`config.mk`:
```
export PLATFORM = sky130hd
export DESIGN_NAME = srtg_top
export DESIGN_NICKNAME = d
export VERILOG_FILES = /design/src/srtg_pkg.sv /design/src/srtg_top.sv
export SDC_FILE = /design/constraint.sdc
export NUM_CORES = 1
export LEC_CHECK = 0
export BUFFER_PORTS_ARGS = -buffer_cell sky130_fd_sc_hd__clkbuf_2
export CAP_MARGIN = 20
export CELL_PAD_IN_SITES_DETAIL_PLACEMENT = 1
export CELL_PAD_IN_SITES_GLOBAL_PLACEMENT = 2
export CORE_MARGIN = 8
export CORE_UTILIZATION = 38
export DETAILED_ROUTE_END_ITERATION = 7
export GPL_TIMING_DRIVEN = 0
export PLACE_DENSITY = 0.84
export RECOVER_POWER = 50
export SYNTH_ARGS = -nofsm -noshare
export SYNTH_HDL_FRONTEND = slang
export SYNTH_SLANG_ARGS = --single-unit
```
`constraint.sdc`:
```
create_clock -name ref_clk -period 6.1 [get_ports ref_clk]
set_input_delay 0.305 -clock ref_clk [delete_from_list [all_inputs] [get_ports ref_clk]]
set_output_delay 0.305 -clock ref_clk [all_outputs]
set_load 0.02 [all_outputs]
```
`src/srtg_pkg.sv`:
```
package srtg_pkg;
    // Register offsets.
    localparam logic [7:0] OFS_ONEHOT_SEL = 8'h09;
    localparam logic [7:0] OFS_SW_GATE = 8'h05;
    localparam logic [7:0] OFS_UPDATE = 8'h0F;
    localparam logic [7:0] OFS_TRIG_EN = 8'h19;
    localparam logic [7:0] OFS_PAGE = 8'hFF;
    // Page codes.
    localparam logic [7:0] PAGE_GENERIC = 8'h00;
    localparam logic [7:0] PAGE_LOOP_B = 8'h0B;
    // Field positions.
    localparam int UPDATE_BIT = 2;
    localparam int SW_GATE_BIT = 1;
    localparam int LOOP_B_BIT = 1;
    // Reset values.
    localparam logic [7:0] RST_PAGE = 8'h00;
    localparam logic [7:0] RST_TRIG_EN = 8'h20;
    localparam logic [7:0] RST_UPDATE = 8'h00;
    localparam logic [7:0] RST_ONEHOT = 8'h00;
    localparam logic [7:0] RST_SW_GATE = 8'h00;
    localparam logic [7:0] RST_DIV_HALF = 8'h04;
endpackage

```
`src/srtg_top.sv`:
```
`timescale 1ns/1ps
module srtg_top #(
    parameter int NUM_OUT = 6,
    parameter logic [7:0] DIV_HALF = srtg_pkg::RST_DIV_HALF
) (
    // Clock and reset.
    input wire logic ref_clk,
    input wire logic srst,
    // Register port.
    input wire logic reg_wr,
    input wire logic reg_rd,
    input wire logic [7:0] reg_addr,
    input wire logic [7:0] reg_wdata,
    output logic [7:0] reg_rdata,
    // Trigger pin.
    input wire logic multipurpose_pin_13,
    // Outputs.
    output logic dev_clk_en,
    output logic [NUM_OUT-1:0] clock_output
);

    ////////////////////////////////////////////////////////////////////////
    // Register state; the active trigger copy changes only on an update pulse.
    logic [7:0] page_reg;
    logic [7:0] page_next;
    logic [7:0] trig_en_reg;
    logic [7:0] trig_en_next;
    logic [7:0] trig_act_reg;
    logic [7:0] trig_act_next;
    logic [7:0] upd_reg;
    logic [7:0] upd_next;
    logic [7:0] onehot_reg;
    logic [7:0] onehot_next;
    logic [7:0] sw_gate_reg;
    logic [7:0] sw_gate_next;
    logic [7:0] rdata_reg;
    logic [7:0] rdata_next;
    logic on_loop_b;
    logic on_generic;
    logic hit_page;
    logic hit_trig_en;
    logic hit_update;
    logic hit_onehot;
    logic hit_sw_gate;
    logic update_rise;

    assign on_loop_b = page_reg == srtg_pkg::PAGE_LOOP_B;
    assign on_generic = page_reg == srtg_pkg::PAGE_GENERIC;

    // The page register answers on every page; the others only on their own page.
    always_comb
    begin
        hit_page = reg_addr == srtg_pkg::OFS_PAGE;
        hit_trig_en = on_generic && reg_addr == srtg_pkg::OFS_TRIG_EN;
        hit_update = on_generic && reg_addr == srtg_pkg::OFS_UPDATE;
        hit_onehot = on_loop_b && reg_addr == srtg_pkg::OFS_ONEHOT_SEL;
        hit_sw_gate = on_loop_b && reg_addr == srtg_pkg::OFS_SW_GATE;
        update_rise = reg_wdata[srtg_pkg::UPDATE_BIT] && !upd_reg[srtg_pkg::UPDATE_BIT];
    end

    always_comb
    begin
        page_next = page_reg;
        trig_en_next = trig_en_reg;
        trig_act_next = trig_act_reg;
        upd_next = upd_reg;
        onehot_next = onehot_reg;
        sw_gate_next = sw_gate_reg;
        rdata_next = rdata_reg;
        if (reg_wr)
        begin
            if (hit_page)
            begin
                page_next = reg_wdata;
            end
            else if (hit_trig_en)
            begin
                trig_en_next = reg_wdata;
            end
            else if (hit_update)
            begin
                upd_next = reg_wdata;
                // Only a low-to-high step of the update bit copies the settings, so a
                // repeated write with the bit still set leaves the active copy alone.
                if (update_rise)
                begin
                    trig_act_next = trig_en_reg;
                end
            end
            else if (hit_onehot)
            begin
                onehot_next = {2'b00, reg_wdata[5:0]};
            end
            else if (hit_sw_gate)
            begin
                sw_gate_next = reg_wdata;
            end
        end
        if (reg_rd)
        begin
            // Unmapped offsets and registers of the other page read as zero.
            rdata_next = 8'h00;
            if (hit_page)
            begin
                rdata_next = page_reg;
            end
            else if (hit_trig_en)
            begin
                rdata_next = trig_en_reg;
            end
            else if (hit_update)
            begin
                rdata_next = upd_reg;
            end
            else if (hit_onehot)
            begin
                rdata_next = onehot_reg;
            end
            else if (hit_sw_gate)
            begin
                rdata_next = sw_gate_reg;
            end
        end
    end

    always_ff @(posedge ref_clk)
    begin
        if (srst)
        begin
            page_reg <= srtg_pkg::RST_PAGE;
            trig_en_reg <= srtg_pkg::RST_TRIG_EN;
            trig_act_reg <= srtg_pkg::RST_TRIG_EN;
            upd_reg <= srtg_pkg::RST_UPDATE;
            onehot_reg <= srtg_pkg::RST_ONEHOT;
            sw_gate_reg <= srtg_pkg::RST_SW_GATE;
            rdata_reg <= 8'h00;
        end
        else
        begin
            page_reg <= page_next;
            trig_en_reg <= trig_en_next;
            trig_act_reg <= trig_act_next;
            upd_reg <= upd_next;
            onehot_reg <= onehot_next;
            sw_gate_reg <= sw_gate_next;
            rdata_reg <= rdata_next;
        end
    end

    assign reg_rdata = rdata_reg;

    ////////////////////////////////////////////////////////////////////////
    // Internal SYSREF is a divide of ref_clk, which stands in for the device clock.
    // Rises of the divided copy are marked by a one-cycle enable; nothing is clocked by it.
    logic [7:0] div_cnt_reg;
    logic [7:0] div_cnt_next;
    logic sysref_reg;
    logic sysref_next;
    logic sysref_rise;

    always_comb
    begin
        div_cnt_next = div_cnt_reg + 8'h01;
        sysref_next = sysref_reg;
        if (div_cnt_reg >= DIV_HALF - 8'h01)
        begin
            div_cnt_next = 8'h00;
            sysref_next = !sysref_reg;
        end
    end

    assign sysref_rise = (div_cnt_reg >= DIV_HALF - 8'h01) && !sysref_reg;

    always_ff @(posedge ref_clk)
    begin
        if (srst)
        begin
            div_cnt_reg <= 8'h00;
            sysref_reg <= 1'b0;
        end
        else
        begin
            div_cnt_reg <= div_cnt_next;
            sysref_reg <= sysref_next;
        end
    end

    ////////////////////////////////////////////////////////////////////////
    // Two stages synchronise the trigger pin to ref_clk before the gate logic reads it.
    logic req_s1_reg;
    logic req_s1_next;
    logic req_s2_reg;
    logic req_s2_next;
    logic gate_reg;
    logic gate_next;
    logic gate_src;

    // Only the second stage is read; the first may still be settling.
    always_comb
    begin
        req_s1_next = multipurpose_pin_13;
        req_s2_next = req_s1_reg;
    end

    always_ff @(posedge ref_clk)
    begin
        if (srst)
        begin
            req_s1_reg <= 1'b0;
            req_s2_reg <= 1'b0;
        end
        else
        begin
            req_s1_reg <= req_s1_next;
            req_s2_reg <= req_s2_next;
        end
    end

    // The pin drives the gate only for loop_b with its trigger enabled; software gate otherwise.
    // The two sources are ORed, so either one alone keeps the output running.
    always_comb
    begin
        gate_src = sw_gate_reg[srtg_pkg::SW_GATE_BIT];
        if (trig_act_reg[srtg_pkg::LOOP_B_BIT])
        begin
            gate_src = req_s2_reg || sw_gate_reg[srtg_pkg::SW_GATE_BIT];
        end
        gate_next = gate_reg;
        // The gate is resampled only at a SYSREF rise, so a high or low phase is never cut.
        if (sysref_rise)
        begin
            gate_next = gate_src;
        end
    end

    always_ff @(posedge ref_clk)
    begin
        if (srst)
        begin
            gate_reg <= 1'b0;
        end
        else
        begin
            gate_reg <= gate_next;
        end
    end

    ////////////////////////////////////////////////////////////////////////
    // Output drivers follow the internal SYSREF while gated and rest high while blocked.
    // Unselected outputs are held low so that a stray select bit shows up at once.
    logic [NUM_OUT-1:0] out_reg;
    logic [NUM_OUT-1:0] out_next;
    logic dev_en_reg;
    logic dev_en_next;

    genvar gi;
    generate
        for (gi = 0; gi < NUM_OUT; gi++)
        begin : g_out
            always_comb
            begin
                out_next[gi] = 1'b0;
                if (onehot_reg[gi])
                    out_next[gi] = gate_next ? sysref_next : 1'b1;
            end
        end
    endgenerate

    // A marker in the same cycle as each SYSREF rise, for whoever aligns to the divided copy.
    always_comb
    begin
        dev_en_next = sysref_rise;
    end

    always_ff @(posedge ref_clk)
    begin
        if (srst)
        begin
            out_reg <= '0;
            dev_en_reg <= 1'b0;
        end
        else
        begin
            out_reg <= out_next;
            dev_en_reg <= dev_en_next;
        end
    end

    assign clock_output = out_reg;
    assign dev_clk_en = dev_en_reg;

endmodule // srtg_top

```
==> results.json <==
{
  "critical_path_origin": "page_reg[2]",
  "p_sw_mw": 0.1950,
  "synth_fa_ha_area_frac": 0.009311,
  "run_status": "complete, but fails checks",
  "worst_skew_pair_latency_ns": 0.34,
  "worst-endpoint-arrival_ns": 3.34,
  "worstReg2RegStart": "page_reg[2]",
  "synth_flop_cell": "sky130_fd_sc_hd__dfxtp_1",
  "fin_worst_skew_ns": 0.008200,
  "initial_drt_pass_iterations": 6,
  "drtAntennaViolNets": 0,
  "global_route_wire_length_before_repair_mm": 12.01,
  "htree_num_levels": 3,
  "finalSetupViolations": 0,
  "critical_path.endpoint": "reg_rdata[4]",
  "number_of_register_bits_inferred_by_synthesis": 66,
  "initial_antenna_violation_count": 0,
  "remaining_drc_errors": 0,
  "area_added_between_synthesis_and_finish_pct": 18.30,
  "max-vdd-ir-drop_mv": 0.1813,
  "hold_viol": 0,
  "synth_top_cell_by_area": "sky130_fd_sc_hd__dfxtp_1",
  "combPwrFrac": 0.051,
  "tritoncts": "built",
  "grt_max_degree": 12,
  "clkSinkCount": 66,
  "num-fill-cells": 817,
  "buffer_type_at_the_clock_tree_root": "sky130_fd_sc_hd__clkbuf_8",
  "seq_area_frac_synth": 0.4916,
  "worst_setup_path_end_kind": "flip-flop",
  "largest_family_of_logic_cells_by_synthesized_area": "simple AND/OR/NAND/NOR gates",
  "initial_utilization": 0.3934,
  "synth_cell_types": 52,
  "synth-compound-area-share": 0.1196,
  "share_clk_of_total_power": 0.453,
  "antenna_cells": 0,
  "synth_enable_flop_cells": 0,
  "netlist.area_leader.share": 0.4916,
  "min_path_type": "input port to flip-flop",
  "netlist_instances": 277,
  "die_y_um": 100.1,
  "detail_route.wirelength_mm": 7.561,
  "pd_cells_nw_per_um2": 278.3,
  "p_leak_nw": 1.144,
  "worst_r2r_endpoint": "reg_rdata[4]",
  "slew_viol_final": 9,
  "vias": 2211,
  "critPathLaunchType": "flip-flop",
  "final.setup.tns_ns": 0,
  "synth_mux_area_frac": 0.1155,
  "inst_count_dp": 411,
  "power.sequential.fraction": 0.496,
  "place.detailed.hpwl_mm": 5.478,
  "layout-drive-gt1-share": 0.1571,
  "regArea_um2": 1321,
  "die_x_um": 100.1,
  "tightestPinTransition_ns": 1.689,
  "dpl_worst_slack_ns": 3.497,
  "ioPinCount": 36,
  "worst_setup_hold_path_clk_slew_ns": 0.07,
  "track_usage": 0.1573,
  "gp_routability_congestion": 0.7924,
  "total_power_mw": 0.8848,
  "core_area_um2": 6832,
  "finalWorstSetupSlack_ns": 3.028,
  "grt_pass1_vias": 2247,
  "cap_violations": 1,
  "wl_per_cell_um": 17.71,
  "grt_remaining_overflow": 0,
  "reg2reg_slack_ns": 3.03,
  "yosys-top-cells-area": "sky130_fd_sc_hd__dfxtp_1, sky130_fd_sc_hd__mux2i_1, sky130_fd_sc_hd__nor2_1",
  "synth.avg_cell_area_um2": 9.702,
  "violated_checks": "capacitance limit, slew limit",
  "yosys.area_share.xor_xnor": 0,
  "synthesis.area_um2": 2688,
  "cell_internal_power_mw": 0.6898,
  "cts_max_path_buffers": 2,
  "critical_path.max_fanout": 8,
  "post_cts_resize_count": 0,
  "period_needed_ns": 3.072,
  "postCtsHoldBufs": 0,
  "max_clock_freq_mhz": 325.5,
  "multiInputGateArea_um2": 1287,
  "max_slew_margin": -0.1361,
  "drt-initial-drc-count": 58,
  "post_cts.repair.setup_buffers": 0,
  "synth_simple_gate_area_share": 0.2286,
  "yosys.cell_count.top_type": "sky130_fd_sc_hd__dfxtp_1",
  "via_per_inst": 5.178,
  "floorplan.rows": 30,
  "synth_commonest_cells": "sky130_fd_sc_hd__dfxtp_1, sky130_fd_sc_hd__nor2_1, sky130_fd_sc_hd__mux2i_1",
  "async_flop_share": 0,
  "yosys_warnings": 0,
  "buffer_ports.inserted": 33,
  "die-area_um2": 10020,
  "worst_ep_required_time_ns": 6.37,
  "switching_share": 0.2204,
  "worst-setup-path-type": "flip-flop to flip-flop",
  "cts_buffers": 9,
  "final_nets": 349,
  "layoutNonFillerInstCount": 427,
  "reg2regPathDepth": 5,
  "rsz0062_at_grt": "false",
  "min_period_over_period": 0.5036
}
-- critical path, stage by stage, from the launching register on --
cell                      delay [ns]
sky130_fd_sc_hd__dfxtp_1        0.35
sky130_fd_sc_hd__or4_4          0.59
sky130_fd_sc_hd__nor4_1         1.38
sky130_fd_sc_hd__nand2_1        0.11
sky130_fd_sc_hd__a221o_1        0.41
sky130_fd_sc_hd__a31oi_1        0.16
-- per-stage QoR --
step | hold slack, ns | utilization | area [um2]
4_1_cts | 0.1739 | 0.4698 | 3209
3_5_place_dp | 0.4288 | 0.4379 | 2992
6_report | 0.1880 | 0.4654 | 3179
3_3_place_gp | 0.4181 | 0.4379 | 2992
2_1_floorplan | 0.4073 | - | 2706
5_1_grt | 0.1971 | 0.4654 | 3179
-- power groups by stage --
stage / clock [mW] / sequential [mW] / combinational (mW)
3_5_place_dp: 0 / 0.449 / 0.0466
5_1_grt: 0.432 / 0.439 / 0.0499
3_3_place_gp: 0 / 0.449 / 0.0464
2_1_floorplan: 0 / 0.451 / 0.0223
6_report: 0.401 / 0.439 / 0.0452
4_1_cts: 0.413 / 0.439 / 0.0469
-- final cells by class --
cell class / instances / area share
multi-input combinational: 199 / 0.4050
timing repair buffer: 33 / 0.04565
inverter: 1 / 0.001181
tap: 96 / 0.03778
sequential: 66 / 0.4156
clock inverter: 6 / 0.02519
buffer: 16 / 0.02637
clock buffer: 10 / 0.04329
-- cell usage in the layout (no fill, tap or decap), types with 2 or more instances in the layout --
cell type                   count
sky130_fd_sc_hd__a21oi_1       11
sky130_fd_sc_hd__clkbuf_1      24
sky130_fd_sc_hd__nor4_4         2
sky130_fd_sc_hd__ha_1           2
sky130_fd_sc_hd__nor3_1         3
sky130_fd_sc_hd__clkinv_2       4
sky130_fd_sc_hd__and2_1         2
sky130_fd_sc_hd__a211oi_1       3
sky130_fd_sc_hd__clkbuf_8      10
sky130_fd_sc_hd__and3_1         2
sky130_fd_sc_hd__bufinv_16      2
sky130_fd_sc_hd__nor4_1         3
sky130_fd_sc_hd__or4_4          2
sky130_fd_sc_hd__a221oi_1       2
sky130_fd_sc_hd__a22oi_1        5
sky130_fd_sc_hd__o21ai_0        6
sky130_fd_sc_hd__dfxtp_1       66
sky130_fd_sc_hd__nor2_1        41
sky130_fd_sc_hd__conb_1         6
sky130_fd_sc_hd__a22o_1         2
sky130_fd_sc_hd__nand3b_1       2
sky130_fd_sc_hd__nor2b_1        5
sky130_fd_sc_hd__o22ai_1        5
sky130_fd_sc_hd__nand3_1        9
sky130_fd_sc_hd__a31o_2         2
sky130_fd_sc_hd__a2bb2oi_1      2
sky130_fd_sc_hd__nand2b_1       3
sky130_fd_sc_hd__or2_2          2
sky130_fd_sc_hd__nand4_1        2
sky130_fd_sc_hd__buf_4          3
sky130_fd_sc_hd__mux2i_1       31
sky130_fd_sc_hd__nand2_1       22
sky130_fd_sc_hd__clkbuf_2      18
sky130_fd_sc_hd__buf_2          3
sky130_fd_sc_hd__and2_0         4
-- routing by layer --
layer,part of all wire,vias up,track usage,routed length (um)
li1,-,1089,-,-
met1,0.47,1077,0.1929,3563
met2,0.47,34,0.2560,3542
met3,0.045,11,0.03391,338
met4,0.015,0,0.07326,116
met5,0,-,0,0
-- kinds of logic after synthesis --
logic type,after synthesis
simple gates,113
flops,66
compound gates,47
mux,31
buf+inv,17
fa+ha+maj,2
other cells,1
-- how the worst min path moves through the flow --
stage                        startpoint  cells after the start              to  slack, ns
finish              multipurpose_pin_13                      2      req_s1_reg       0.19
global route        multipurpose_pin_13                      2      req_s1_reg       0.20
CTS                 multipurpose_pin_13                      2      req_s1_reg       0.17
detailed placement           req_s1_reg                      1      req_s2_reg       0.43
global placement             req_s1_reg                      1      req_s2_reg       0.42
floorplan                div_cnt_reg[0]                      1  div_cnt_reg[0]       0.41
No activity file was read; power rests on OpenSTA's default activity.
